===== src/inc/utd_pkg.sv =====
// shared constants and types for the undertorque detector
package utd_pkg;
    // register byte offsets
    localparam logic [4:0] OFS_CTRL = 5'h00;
    localparam logic [4:0] OFS_LEVEL = 5'h04;
    localparam logic [4:0] OFS_TIME = 5'h08;
    localparam logic [4:0] OFS_OUTSEL = 5'h0C;
    localparam logic [4:0] OFS_STAT = 5'h10;
    localparam logic [4:0] OFS_IRQ_ST = 5'h14;
    localparam logic [4:0] OFS_IRQ_MSK = 5'h18;
    // ctrl field positions
    localparam int CTRL_MODE_LSB = 0;
    localparam int CTRL_SRC_BIT = 4;
    localparam int CTRL_VEC_BIT = 5;
    localparam int CTRL_FLT_CLR_BIT = 8;
    // reset values
    localparam logic [2:0] MODE_RST = 3'h0;
    localparam logic [7:0] LEVEL_RST = 8'h0A;
    localparam logic [7:0] TIME_RST = 8'h01;
    localparam logic [4:0] OUTSEL_RST = 5'h00;
    // mode selector codes
    localparam logic [2:0] MODE_OFF = 3'h0;
    localparam logic [2:0] MODE_CS_ALARM = 3'h1;
    localparam logic [2:0] MODE_CS_FAULT = 3'h2;
    localparam logic [2:0] MODE_RUN_ALARM = 3'h3;
    localparam logic [2:0] MODE_RUN_FAULT = 3'h4;
    // output function codes
    localparam logic [4:0] OUTFN_UT_NO = 5'h08;
    localparam logic [4:0] OUTFN_UT_NC = 5'h09;
    // release hysteresis in percent
    localparam logic [7:0] HYST_PCT = 8'h05;
    // time base: detection time counts in 0.1 s steps
    localparam int CLK_HZ = 20_000_000;
    localparam int TICK_MS = 100;
    localparam int TICK_CYC = CLK_HZ / 1000 * TICK_MS;
    // blink half period
    localparam int BLINK_MS = 500;
    localparam int BLINK_TICKS = BLINK_MS / TICK_MS;
    // irq bits
    localparam int IRQ_ALARM = 0;
    localparam int IRQ_FAULT = 1;
    typedef enum logic [2:0] {
        ST_IDLE = 3'b001,
        ST_LOW = 3'b010,
        ST_DET = 3'b100
    } utd_state_e;
endpackage


===== src/core/utd_top.sv =====
// undertorque detector with avalon-mm registers and output terminals
// Notes on behaviour
// mode zero: no detection, no alarm/fault
// modes 1,2: detect at constant speed only
// modes 3,4: detect throughout running incl. accel
// modes 1,3: continue, blinking alarm while detected
// modes 2,4: stopping fault, indication steadily lit
// threshold in 1% of rated current, default 10
// torque source: threshold relative to rated torque
// declare after below threshold longer than time
// release only above threshold plus 5%; the code also releases when detection turns inapplicable
// output code 8 normally-open, 9 normally-closed
// vector mode: source 0 torque, 1 current
// v/f mode: always use output current
// clear timer on leaving region or inapplicable
//
// Implementation choices: register access over Avalon-MM and the address map.
`timescale 1ns/1ns
module utd_top #(
    parameter int TICK_COUNT = utd_pkg::TICK_CYC
) (
    input wire logic core_clk,
    input wire logic sys_rst,
    input wire logic [4:0] avs_address,
    input wire logic avs_read,
    input wire logic avs_write,
    input wire logic [31:0] avs_writedata,
    output logic [31:0] avs_readdata,
    output logic avs_waitrequest,
    input wire logic [7:0] current_pct,
    input wire logic [7:0] torque_pct,
    input wire logic running,
    input wire logic at_speed,
    output logic undertorque_indication,
    output logic blink_alarm,
    output logic drive_stop_fault,
    output logic relay_contact_a,
    output logic relay_contact_b,
    output logic photocoupler_out_1,
    output logic photocoupler_out_2,
    output logic irq
);
    // software-visible settings
    logic [2:0] undertorque_mode_select_r;
    logic [7:0] undertorque_level_r;
    logic [7:0] undertorque_time_r;
    logic torque_detect_source_r;
    logic vector_mode_r;
    logic [4:0] output_function_select_a_r;
    logic [4:0] output_function_select_b_r;
    logic [4:0] output_function_select_c_r;
    logic [1:0] irq_status_r;
    logic [1:0] irq_mask_r;
    logic ack_r;

    // detector state
    utd_pkg::utd_state_e state_r;
    utd_pkg::utd_state_e state_nxt;
    logic [7:0] low_ticks_r;
    logic fault_r;
    logic [2:0] blink_cnt_r;
    logic blink_r;
    logic tick;

    utd_tick #(
        .COUNT(TICK_COUNT)
    ) u_tick (
        .core_clk(core_clk),
        .sys_rst(sys_rst),
        .tick(tick)
    );

    function automatic logic out_level(input logic [4:0] fsel,
                                       input logic det);
        if (fsel == utd_pkg::OUTFN_UT_NO)
            return det;
        else if (fsel == utd_pkg::OUTFN_UT_NC)
            return ~det;
        else
            return 1'b0;
    endfunction

    // monitored quantity selection
    wire use_torque = vector_mode_r & ~torque_detect_source_r;
    // same percent threshold, scaled to rated torque when torque is used
    wire [7:0] monitored = use_torque ? torque_pct : current_pct;
    wire [8:0] release_lvl = {1'b0, undertorque_level_r}
                           + {1'b0, utd_pkg::HYST_PCT};
    wire below = monitored < undertorque_level_r;
    wire above_release = {1'b0, monitored} > release_lvl;

    wire mode_cs = (undertorque_mode_select_r == utd_pkg::MODE_CS_ALARM)
                 | (undertorque_mode_select_r == utd_pkg::MODE_CS_FAULT);
    wire mode_run = (undertorque_mode_select_r == utd_pkg::MODE_RUN_ALARM)
                  | (undertorque_mode_select_r == utd_pkg::MODE_RUN_FAULT);
    wire mode_fault = (undertorque_mode_select_r == utd_pkg::MODE_CS_FAULT)
                    | (undertorque_mode_select_r == utd_pkg::MODE_RUN_FAULT);
    // phase gating
    wire applicable = running & ((mode_cs & at_speed)
                               | mode_run);
    wire timer_done = low_ticks_r > undertorque_time_r;
    wire detected = (state_r == utd_pkg::ST_DET);

    always_comb begin
        state_nxt = state_r;
        unique case (state_r)
            utd_pkg::ST_IDLE: begin
                if (applicable && below)
                    state_nxt = utd_pkg::ST_LOW;
            end
            utd_pkg::ST_LOW: begin
                if (!applicable || !below)
                    state_nxt = utd_pkg::ST_IDLE;
                else if (timer_done)
                    state_nxt = utd_pkg::ST_DET;
            end
            utd_pkg::ST_DET: begin
                if (!applicable || above_release)
                    state_nxt = utd_pkg::ST_IDLE;
            end
            default: state_nxt = utd_pkg::ST_IDLE;
        endcase
    end

    wire enter_det = (state_r == utd_pkg::ST_LOW)
                   && (state_nxt == utd_pkg::ST_DET);
    wire alarm_evt = enter_det & ~mode_fault;
    wire fault_evt = enter_det & mode_fault;

    always_ff @(posedge core_clk) begin
        if (sys_rst) begin
            state_r <= utd_pkg::ST_IDLE;
            low_ticks_r <= 8'h00;
        end else begin
            state_r <= state_nxt;
            if (state_nxt != utd_pkg::ST_LOW)
                low_ticks_r <= 8'h00;
            else if (tick && low_ticks_r != 8'hFF)
                low_ticks_r <= low_ticks_r + 8'h01;
        end
    end

    // fault latches and holds the drive stopped until cleared
    wire fault_clr = ack_r == 1'b0 && avs_write
                   && avs_address == utd_pkg::OFS_CTRL
                   && avs_writedata[utd_pkg::CTRL_FLT_CLR_BIT];
    always_ff @(posedge core_clk) begin
        if (sys_rst)
            fault_r <= 1'b0;
        else if (fault_evt)
            fault_r <= 1'b1;
        else if (fault_clr)
            fault_r <= 1'b0;
    end

    // blink generator for the alarm display
    always_ff @(posedge core_clk) begin
        if (sys_rst) begin
            blink_cnt_r <= 3'h0;
            blink_r <= 1'b0;
        end else if (tick) begin
            if (blink_cnt_r == 3'(utd_pkg::BLINK_TICKS - 1)) begin
                blink_cnt_r <= 3'h0;
                blink_r <= ~blink_r;
            end else begin
                blink_cnt_r <= blink_cnt_r + 3'h1;
            end
        end
    end

    wire alarm_on = detected & ~mode_fault;
    wire ind = fault_r | alarm_on;
    wire ind_disp = fault_r | (alarm_on & blink_r);

    always_ff @(posedge core_clk) begin
        if (sys_rst) begin
            undertorque_indication <= 1'b0;
            blink_alarm <= 1'b0;
            drive_stop_fault <= 1'b0;
            relay_contact_a <= 1'b0;
            relay_contact_b <= 1'b0;
            photocoupler_out_1 <= 1'b0;
            photocoupler_out_2 <= 1'b0;
        end else begin
            undertorque_indication <= ind_disp;
            blink_alarm <= alarm_on;
            drive_stop_fault <= fault_r;
            relay_contact_a <= out_level(output_function_select_a_r, ind);
            relay_contact_b <= ~out_level(output_function_select_a_r, ind);
            photocoupler_out_1 <= out_level(output_function_select_b_r, ind);
            photocoupler_out_2 <= out_level(output_function_select_c_r, ind);
        end
    end

    // avalon-mm slave: one wait cycle, answer on the second edge
    wire access = (avs_read | avs_write) & ~ack_r;
    wire wr = avs_write & ~ack_r;
    wire sel_ctrl = avs_address == utd_pkg::OFS_CTRL;
    wire sel_lvl = avs_address == utd_pkg::OFS_LEVEL;
    wire sel_time = avs_address == utd_pkg::OFS_TIME;
    wire sel_out = avs_address == utd_pkg::OFS_OUTSEL;
    wire sel_ist = avs_address == utd_pkg::OFS_IRQ_ST;
    wire sel_msk = avs_address == utd_pkg::OFS_IRQ_MSK;
    wire [1:0] w1c = (wr & sel_ist) ? avs_writedata[1:0] : 2'b00;
    wire [1:0] evt = {fault_evt, alarm_evt};

    logic [31:0] rd_mux;
    always_comb begin
        rd_mux = 32'h0000_0000;
        unique case (avs_address)
            utd_pkg::OFS_CTRL: rd_mux = {26'h0, vector_mode_r,
                torque_detect_source_r, 1'b0, undertorque_mode_select_r};
            utd_pkg::OFS_LEVEL: rd_mux = {24'h0, undertorque_level_r};
            utd_pkg::OFS_TIME: rd_mux = {24'h0, undertorque_time_r};
            utd_pkg::OFS_OUTSEL: rd_mux = {11'h0,
                output_function_select_c_r, 3'h0,
                output_function_select_b_r, 3'h0,
                output_function_select_a_r};
            utd_pkg::OFS_STAT: rd_mux = {16'h0, low_ticks_r, 2'h0,
                fault_r, alarm_on, 1'b0, state_r};
            utd_pkg::OFS_IRQ_ST: rd_mux = {30'h0, irq_status_r};
            utd_pkg::OFS_IRQ_MSK: rd_mux = {30'h0, irq_mask_r};
            default: rd_mux = 32'h0000_0000;
        endcase
    end

    always_ff @(posedge core_clk) begin
        if (sys_rst) begin
            ack_r <= 1'b0;
            avs_waitrequest <= 1'b1;
            avs_readdata <= 32'h0000_0000;
        end else begin
            ack_r <= access;
            // registered copy of not(access) keeps the port on a flop
            avs_waitrequest <= ~access;
            if (access)
                avs_readdata <= avs_read ? rd_mux : 32'h0000_0000;
        end
    end

    always_ff @(posedge core_clk) begin
        if (sys_rst) begin
            undertorque_mode_select_r <= utd_pkg::MODE_RST;
            torque_detect_source_r <= 1'b0;
            vector_mode_r <= 1'b0;
            undertorque_level_r <= utd_pkg::LEVEL_RST;
            undertorque_time_r <= utd_pkg::TIME_RST;
            output_function_select_a_r <= utd_pkg::OUTSEL_RST;
            output_function_select_b_r <= utd_pkg::OUTSEL_RST;
            output_function_select_c_r <= utd_pkg::OUTSEL_RST;
            irq_mask_r <= 2'b00;
        end else if (wr) begin
            if (sel_ctrl) begin
                undertorque_mode_select_r <= avs_writedata[2:0];
                torque_detect_source_r <= avs_writedata[4];
                vector_mode_r <= avs_writedata[5];
            end
            if (sel_lvl)
                undertorque_level_r <= avs_writedata[7:0];
            if (sel_time)
                undertorque_time_r <= avs_writedata[7:0];
            if (sel_out) begin
                output_function_select_a_r <= avs_writedata[4:0];
                output_function_select_b_r <= avs_writedata[12:8];
                output_function_select_c_r <= avs_writedata[20:16];
            end
            if (sel_msk)
                irq_mask_r <= avs_writedata[1:0];
        end
    end

    // set beats clear
    always_ff @(posedge core_clk) begin
        if (sys_rst) begin
            irq_status_r <= 2'b00;
            irq <= 1'b0;
        end else begin
            irq_status_r <= (irq_status_r & ~w1c) | evt;
            irq <= |(((irq_status_r & ~w1c) | evt) & irq_mask_r);
        end
    end
endmodule


===== src/core/utd_tick.sv =====
// divider producing a one-cycle enable every count cycles
`timescale 1ns/1ns
module utd_tick #(
    parameter int COUNT = 2_000_000
) (
    input wire logic core_clk,
    input wire logic sys_rst,
    output logic tick
);
    localparam int W = $clog2(COUNT);
    logic [W-1:0] cnt_r;
    wire wrap = (cnt_r == W'(COUNT - 1));

    always_ff @(posedge core_clk) begin
        if (sys_rst) begin
            cnt_r <= '0;
            tick <= 1'b0;
        end else begin
            cnt_r <= wrap ? '0 : cnt_r + 1'b1;
            tick <= wrap;
        end
    end
endmodule


===== config.mk =====
export PLATFORM = sky130hd
export DESIGN_NAME = utd_top
export DESIGN_NICKNAME = d
export VERILOG_FILES = /design/src/inc/utd_pkg.sv /design/src/core/utd_top.sv /design/src/core/utd_tick.sv
export SDC_FILE = /design/constraint.sdc
export NUM_CORES = 1
export LEC_CHECK = 0
export BUFFER_PORTS_ARGS = -buffer_cell sky130_fd_sc_hd__clkbuf_2
export CAP_MARGIN = 20
export CORE_MARGIN = 1
export CORE_UTILIZATION = 60
export DETAILED_ROUTE_END_ITERATION = 8
export PLACE_DENSITY = 0.86
export SLEW_MARGIN = 5
export SYNTH_ARGS = -nofsm -noshare
export SYNTH_HDL_FRONTEND = slang
export SYNTH_SLANG_ARGS = --single-unit

===== constraint.sdc =====
create_clock -name core_clk -period 5.25 [get_ports core_clk]
set_input_delay 1.05 -clock core_clk [delete_from_list [all_inputs] [get_ports core_clk]]
set_output_delay 1.05 -clock core_clk [all_outputs]
set_load 0.02 [all_outputs]

==> results of run 1 <==
-- synthesized netlist by cell type, types with 2 or more instances --
cell type / count
o21ai_0: 17
a22oi_1: 15
mux2_2: 8
nor2_1: 51
a31oi_1: 3
and4_1: 3
and2_1: 3
o32ai_1: 2
dfxtp_1: 109
mux2i_1: 14
nor3_1: 13
nor3b_1: 3
nand2b_1: 5
a21o_1: 8
o211ai_1: 3
clkbuf_1: 20
xor2_1: 20
xnor2_1: 17
a41oi_1: 2
buf_2: 6
nor4_1: 8
buf_4: 12
nand4_1: 13
or4b_2: 2
a21oi_1: 43
nand3_1: 48
nor4b_1: 4
nand2_1: 60
and3_1: 7
or2_2: 3
ha_1: 29
nor2b_1: 8
a2bb2oi_1: 2
a22o_1: 10
a311o_1: 2
inv_1: 31
-- through the flow --
stage                     cells  util (%)  cell area (sq um)
final                       800      68.5               5970
after global routing        800      68.5               5970
after CTS                   800      68.5               5970
after detailed placement    784      66.2               5770
after global placement      784      66.2               5770
after floorplan             638         -               5450
-- cell families (layout without fill, tap and decap cells) --
| family | after synthesis | in the layout | synth area share (%) |
|---|---|---|---|
| AO/OA/AOI/OAI | 121 | 121 | 14.6 |
| XOR/XNOR | 37 | 37 | 5.99 |
| adder cells (fa/ha/maj) | 30 | 30 | 6.89 |
| buffers and inverters | 71 | 125 | 6.06 |
| flip-flops | 109 | 109 | 40.3 |
| multiplexers | 22 | 22 | 4.26 |
| other | 1 | 11 | 0.0693 |
| AND/OR/NAND/NOR | 237 | 237 | 21.8 |
-- sequential cells by signal (all words and copies together), names as in the netlist, 2 cells and up --
register	flops
avs_readdata	21
u_tick.cnt_r	21
low_ticks_r	8
undertorque_level_r	8
undertorque_time_r	8
output_function_select_a_r	5
output_function_select_b_r	5
output_function_select_c_r	5
blink_cnt_r	3
state_r	3
undertorque_mode_select_r	3
irq_mask_r	2
irq_status_r	2
-- final timing paths --
kind / from / end / slack [ns] / cells past startpoint
setup / recovery: vector_mode_r$_SDFFE_PP0P_ / irq$_SDFF_PP0_ / 2.03 / 8
setup reg to reg: vector_mode_r$_SDFFE_PP0P_ / irq$_SDFF_PP0_ / 2.03 / 8
hold reg to reg: avs_readdata[1]$_SDFFE_PP0P_ / avs_readdata[1]$_SDFFE_PP0P_ / 0.47 / 1
hold / removal: avs_readdata[1]$_SDFFE_PP0P_ / avs_readdata[1]$_SDFFE_PP0P_ / 0.47 / 1
-- final cells by class --
class                      instances  share of cell area [%]
timing repair buffer              78                    6.70
inverter                          31                    1.95
tap                              108                    2.26
sequential                       109                    36.5
clock buffer                      10                    2.30
clock inverter                     6                    1.05
multi-input combinational        458                    49.2
-- metal layers --
layer,share of wire [%],global-route usage [%],up-vias
met5,0,0,-
met4,2.7,11.3,0
met3,7.5,4.99,26
met2,48,45.9,206
met1,42,34.2,2198
li1,-,-,2323
-- power by group through the flow --
stage / clock network (mW) / logic, mW / registers, mW
floorplan: 0 / 0.0658 / 0.856
global placement: 0 / 0.0946 / 0.856
detailed placement: 0 / 0.0970 / 0.856
CTS: 0.510 / 0.0975 / 0.837
global route: 0.543 / 0.109 / 0.838
finish: 0.507 / 0.0986 / 0.837
==> summary.txt, run 1 <==
Outcome
  – Status: complete, no violations

Pwr
  – Switching Fraction: between 20% and 30%
  – LEAKAGE: 2.37 nW
  – Cell internal pwr: about 1.1 mW
  – Combinational power share: between 6 and 7%
  – NetSw: 0.378 mW
  – PD cells: around 240 nW/um^2
  – Flop pwr share: between 50% and 60%
  – Clock power share: between 30% and 40%
  – Total Power: ~1.4 mW
  – Peak VDD IR: about 0.00016 V

STA
  – Final setup viols: 0
  – Max Clock Freq: between 300 and 400 MHz
  – RSZ-0062 raised after global routing: no
  – Setup TNS: 0 ns
  – Min Tclk post-route: between 3 and 4 ns
  – Worst-Margin Slew: 0.835 ns
  – Fin Clk Skew: about 0.012 ns
  – Final period utilization: 61.4%
  – Slew HR: about 44%
  – Final hold violation count: 0
  – Final WS setup: a little over 2 ns
  – Fin Hold WS: approximately 0.47 ns
  – Slew Limit Fails: 0

Yosys
  – Post-Synthesis Cells: about 630
  – Seq cells post-synth: roughly 110
  – Ys async rst share: 0%
  – Ys flop type: dfxtp_1
  – Synth warnings: 0
  – Mapped Area: ~5400 sq um
  – Largest cells by area after synthesis: dfxtp_1 40%, ha_1 6.7%, nand3_1 4.4%, nand2_1 4.2%, a21oi_1 4.0%
  – Share of the synthesized area in the top cell type: about two fifths
  – Area leader, netlist: dfxtp_1
  – Sequential share of the synthesized area: 40.3%
  – EDFF count, synth: 0
  – Netlist cell types: 60
  – Syn Area/Cell: between 8 and 9 sq um

Worst setup path
  – CP delay by family, top: simple AND/OR/NAND/NOR gates
  – Arrival time worst endpoint: around 3.5 ns
  – Worst setup SP type: register
  – Worst Setup End Kind: register
  – Worst path slowest cell: nor2b_1
  – CP peak stage delay: ~0.6 ns
  – Worst Path Required: between 5 and 6 ns
  – Crit path max fanout: 11
  – Cells along the critical path: nor2b_1 > mux2_2 > ha_1 > a21oi_1 > o211ai_1 > nor4b_2 > nand2_1 > o41ai_1
  – Worst setup path category: reg -> reg
  – WP buf/inv: 0

CTS
  – Reg clk slew, reported paths: 0.11 ns
  – CTS H-tree lvls: 3
  – Post-CTS setup buffer count: 0
  – Buffer levels on the longest clock path: 2
  – Cts-stage hold buffer count: 0
  – Inserted Clock Buffers: 9
  – Skew-Pair Late Insertion Delay: ~0.37 ns
  – Root buf cell: clkbuf_8
  – CTS tree: built
  – Clock sink count: 109
  – CTS resizes: 0

Routing
  – Vias: roughly 4.8k
  – Routed wire length: 12700 microns
  – # DRC: 0
  – Vias per cell: roughly 5.9
  – Avg WL per Cell: approximately 16 microns
  – Post-route ant nets: 0
  – Drt first pass iters: 5
  – Initial DRC count: around 380

Final layout
  – Share of layout cells above drive strength 1: 16.5%
  – Filler cells: a little under 700
  – Area delta synth->final: 10.4%
  – Commonest cells after routing, fill and taps aside: 109 x dfxtp_1, 74 x clkbuf_2, 60 x nand2_1
  – Antenna diodes: 0
  – Multi-input logic area: 2940 sq um
  – Fin nets: approximately 780
  – Commonest non-fill, non-tap cell in the layout: dfxtp_1
  – Sequential Area: ~2200 sq um

Die
  – Die H: just under 100 microns
  – Ports: 100
  – Core area: between 8000 and 9000 sq um
  – Starting Density: between 60 and 70%
  – Die area: about 9400 sq um
  – Rows: 34
  – Die X: a little under 100 microns

Global route
  – GRT Util Overall: a little over a quarter
  – First-pass GRT wire length: about 21000 microns
  – Global route overflow: 0
  – Initial antenna violation count: 0
  – Pin count of the biggest net entering global routing: between 40 and 50
  – Number of global-route vias before repair: 4401

Place
  – GPL Wtd Cong: between 0.9 and 1
  – Setup slack after placement: about 2.0 ns
  – I/O Buffers: 74
  – DP HPWL: 9420 microns

Hold path
  – Worst Hold Class: reg -> reg

Run
  – Max cap viols: 0
(Power assumes the default switching activity.)
==> run 2, diff against run 1 <==
--- a/config.mk
+++ b/config.mk
@@ -5,12 +5,13 @@
 export SDC_FILE = /design/constraint.sdc
 export NUM_CORES = 1
 export LEC_CHECK = 0
+export ABC_AREA = 1
 export BUFFER_PORTS_ARGS = -buffer_cell sky130_fd_sc_hd__clkbuf_2
 export CAP_MARGIN = 20
 export CORE_MARGIN = 1
-export CORE_UTILIZATION = 60
+export CORE_UTILIZATION = 51
 export DETAILED_ROUTE_END_ITERATION = 8
-export PLACE_DENSITY = 0.86
+export PLACE_DENSITY = 0.78
 export SLEW_MARGIN = 5
 export SYNTH_ARGS = -nofsm -noshare
 export SYNTH_HDL_FRONTEND = slang
==> constraint.sdc (replaced) <==
create_clock -name core_clk -period 2.8 [get_ports core_clk]
set_input_delay 0.56 -clock core_clk [delete_from_list [all_inputs] [get_ports core_clk]]
set_output_delay 0.56 -clock core_clk [all_outputs]
set_load 0.02 [all_outputs]
==> run 2 against run 1 <==
Against the previous run: clock-buffer cell count increased by 1; clock skew increased by 0.0045 ns; maximum frequency is 24% higher; non-clock buffer count stayed put; flip-flop and latch count stayed put.
==> summary.txt, run 2 <==
Yosys
  – Top cells by count, synth: 135 x nand2_1, 109 x dfxtp_1, 93 x inv_1 (was 109 x dfxtp_1, 60 x nand2_1, 51 x nor2_1)
  – Syn Area/Cell: 7.58 sq um (was 8.61 sq um)
  – Largest cells by area after synthesis: dfxtp_1 40%, nand2_1 9.2%, ha_1 6.6%, inv_1 6.4%, a21oi_1 5.5% (was dfxtp_1 40%, ha_1 6.7%, nand3_1 4.4%, nand2_1 4.2%, a21oi_1 4.0%)
  – Netlist cell types: 47 (was 60)
  – Seq cells post-synth: 109 (unchanged)
  – EDFF count, synth: 0 (unchanged)
  – Share of the synthesized area in the top cell type: 39.8% (was 40.3%)
  – Most common cell in the netlist: nand2_1 (was dfxtp_1)
  – Ys async rst share: 0% (unchanged)
  – Sequential share of the synthesized area: 39.8% (was 40.3%)
  – Synth warnings: 0 (unchanged)
  – Area leader, netlist: dfxtp_1 (unchanged)
  – Ys flop type: dfxtp_1 (unchanged)
  – Mapped Area: 5490 sq um (was 5410 sq um)
  – Post-Synthesis Cells: 724 (was 628)

Final layout
  – Sequential Area: 2180 sq um (about the same)
  – Commonest non-fill, non-tap cell in the layout: nand2_1 (was dfxtp_1)
  – Area delta synth->final: 11.8% (was 10.4%)
  – Antenna diodes: 0 (unchanged)
  – Fin nets: 885 (was 775)
  – Top Registers: avs_readdata x21, u_tick.cnt_r x21 (unchanged)
  – Commonest cells after routing, fill and taps aside: 135 x nand2_1, 108 x dfxtp_1, 93 x inv_1 (was 109 x dfxtp_1, 74 x clkbuf_2, 60 x nand2_1)
  – Filler cells: 942 (was 688)
  – Multi-input logic area: 2810 sq um (was 2940 sq um)
  – Finished Layout Cells: 938 (was 800)
  – Share of layout cells above drive strength 1: 17.7% (was 16.5%)

Place
  – DP HPWL: 9920 microns (was 9420 microns)
  – GPL Wtd Cong: 0.885 (was 0.934)
  – Setup slack after placement: 0.135 ns (was 2.02 ns)
  – Placed cells: 922 (was 784)
  – I/O Buffers: 74 (unchanged)

STA
  – RSZ-0062 raised after global routing: no (unchanged)
  – Setup TNS: 0 ns (unchanged)
  – Fin Clk Skew: 0.0163 ns (was 0.0117 ns)
  – Final setup viols: 0 (unchanged)
  – Final period utilization: 93.1% (was 61.4%)
  – Final hold violation count: 0 (unchanged)
  – Final WS setup: 0.193 ns (was 2.03 ns)
  – Slew Limit Fails: 0 (unchanged)
  – Max Clock Freq: 384 MHz (was 310 MHz)
  – Fin Hold WS: 0.426 ns (was 0.467 ns)
  – Min Tclk post-route: 2.61 ns (was 3.22 ns)

Worst setup path
  – Critical Path End: low_ticks_r[4]$_SDFFE_PP0P_ (was irq$_SDFF_PP0_)
  – R2r startpoint: vector_mode_r$_SDFFE_PP0P_ (unchanged)
  – Worst reg-to-reg setup slack: 0.19 ns (was 2.03 ns)
  – Worst path slowest cell: or2_2 (was nor2b_1)
  – Crit path max fanout: 9 (was 11)
  – Worst Reg-to-Reg Cells: 12 (was 8)
  – Critical path depth: 12 (was 8)
  – Arrival time worst endpoint: 2.89 ns (was 3.49 ns)
  – CP peak stage delay: 0.38 ns (was 0.60 ns)
  – CP delay by family, top: simple AND/OR/NAND/NOR gates (unchanged)
  – R2R Path End: low_ticks_r[4]$_SDFFE_PP0P_ (was irq$_SDFF_PP0_)
  – WP buf/inv: 2 (was 0)
  – Worst Path Required: 3.08 ns (was 5.52 ns)
  – Cells along the critical path: inv_1 > or2_2 > mux2_2 > ha_1 > nand2_1 > inv_1 > a21oi_2 > nand3_1 > nor2_2 > nand3_1 > nand3_4 > nor2_1 (was nor2b_1 > mux2_2 > ha_1 > a21oi_1 > o211ai_1 > nor4b_2 > nand2_1 > o41ai_1)
  – Worst setup path startpoint: vector_mode_r$_SDFFE_PP0P_ (unchanged)
  – Worst setup path category: reg -> reg (unchanged)
  – Worst Setup End Kind: register (unchanged)
  – Worst setup SP type: register (unchanged)

Die
  – Die area: 11200 sq um (was 9400 sq um)
  – Ports: 100 (unchanged)
  – Die X: 106 microns (was 97.0 microns)
  – Die H: 106 microns (was 97.0 microns)
  – Starting Density: 52.9% (was 62.0%)
  – Rows: 37 (was 34)
  – Core area: 10400 sq um (was 8720 sq um)

CTS
  – Skew-Pair Late Insertion Delay: 0.38 ns (was 0.37 ns)
  – Post-CTS setup buffer count: 0 (unchanged)
  – Buffer levels on the longest clock path: 2 (unchanged)
  – Root buf cell: clkbuf_8 (unchanged)
  – CTS H-tree lvls: 3 (unchanged)
  – Inserted Clock Buffers: 9 (unchanged)
  – Cts-stage hold buffer count: 0 (unchanged)
  – CTS tree: built (unchanged)
  – Reg clk slew, reported paths: 0.10 ns (was 0.11 ns)
  – Clock sink count: 109 (unchanged)

Pwr
  – LEAKAGE: 2.67 nW (was 2.37 nW)
  – Total Power: 2.69 mW (was 1.44 mW)
  – PD cells: 438 nW/um^2 (was 242 nW/um^2)
  – Peak VDD IR: 0.000223 V (was 0.000162 V)

Routing
  – Initial DRC count: 325 (was 381)
  – Avg WL per Cell: 13.4 microns (was 15.8 microns)
  – Drt first pass iters: 5 (unchanged)
  – Routed wire length: 12600 microns (was 12700 microns)
  – Post-route ant nets: 0 (unchanged)
  – Vias: 4910 (was 4753)
  – Vias per cell: 5.23 (was 5.94)
  – # DRC: 0 (unchanged)

Hold path
  – Worst Hold Class: in -> reg (was reg -> reg)

Run
  – Max cap viols: 0 (unchanged)

Global route
  – First-pass GRT wire length: 20800 microns (was 20900 microns)
  – Initial antenna violation count: 0 (unchanged)
  – Number of global-route vias before repair: 4647 (was 4401)
  – Pin count of the biggest net entering global routing: 27 (was 47)
  – GRT Util Overall: 23.2% (was 27.2%)
  – Global route overflow: 0 (unchanged)

Outcome
  – Status: complete, no violations (unchanged)
[run 2: cell types whose count changed after synthesis, moves of 8 or more]
cell,previous run,this run
a21oi_1,43,60
a22o_1,10,0
a22oi_1,15,0
clkbuf_1,20,8
inv_1,31,93
inv_2,0,8
mux2i_1,14,1
nand2_1,60,135
nand3_1,48,28
nor2b_1,8,0
o21ai_0,17,52
o22ai_1,1,10
xnor2_1,17,1
[run 2: cell families after synthesis]
| kind of cell | after synthesis | share of synthesized area [%] |
|---|---|---|
| AO/OA/AOI/OAI | 147 | 14.8 |
| other | 1 | 0.0683 |
| flip-flops | 109 | 39.8 |
| adder cells (fa/ha/maj) | 29 | 6.61 |
| multiplexers | 8 | 1.62 |
| buffers and inverters | 128 | 10.0 |
| AND/OR/NAND/NOR | 284 | 24.3 |
| XOR/XNOR | 18 | 2.87 |
[run 2: worst min path at each step]
stage | from | end | slack (ns) | cells past startpoint
2_1_floorplan | u_tick.cnt_r[0]$_SDFF_PP0_ | u_tick.cnt_r[0]$_SDFF_PP0_ | 0.42 | 1
3_3_place_gp | u_tick.cnt_r[0]$_SDFF_PP0_ | u_tick.cnt_r[0]$_SDFF_PP0_ | 0.43 | 1
3_5_place_dp | u_tick.cnt_r[0]$_SDFF_PP0_ | u_tick.cnt_r[0]$_SDFF_PP0_ | 0.44 | 1
4_1_cts | avs_writedata[0] | undertorque_time_r[0]$_SDFFE_PP1P_ | 0.42 | 3
5_1_grt | avs_writedata[0] | undertorque_time_r[0]$_SDFFE_PP1P_ | 0.44 | 3
6_report | avs_writedata[0] | undertorque_time_r[0]$_SDFFE_PP1P_ | 0.43 | 3
[run 2: layout make-up]
class                      count  area share [%]
multi-input combinational    497            45.7
sequential                   109            35.6
timing repair buffer          78            6.53
inverter                     102            6.24
tap                          136            2.77
clock buffer                  11            2.47
clock inverter                 5           0.673
[run 2: what timing repair did]
action / CTS / global route
endpoints found under the setup margin: 0 / 10
hold endpoints to repair: 0 / 0
resized for setup: 0 / 5
[run 2: through the flow]
step	util, %	area (sq um)
after CTS	59.0	6120
after global routing	59.2	6140
after global placement	57.2	5930
after detailed placement	57.2	5930
final	59.2	6140
after floorplan	-	5520
[run 2: power by group]
group / switching, mW / leakage, nW / internal, mW
registers: 0.00649 / 0.880 / 1.56
logic: 0.130 / 1.69 / 0.0682
clock network: 0.544 / 0.0926 / 0.380
total: 0.680 / 2.67 / 2.01
[run 2: layer usage]
layer	up-vias	share of wire, %	track usage (%)
met5	-	0	0
met4	0	2.6	8.83
met3	32	4.5	3.71
met2	120	50	42.1
met1	2252	43	27.1
li1	2506	-	-
[run 2: worst register-to-register path, cell delays in order (launching register included)]
cell and delay [ns]:
dfxtp_1 0.32, inv_1 0.05, or2_2 0.38, mux2_2 0.32
ha_1 0.29, nand2_1 0.07, inv_1 0.06, a21oi_2 0.18
nand3_1 0.11, nor2_2 0.16, nand3_1 0.25, nand3_4 0.24
nor2_1 0.07
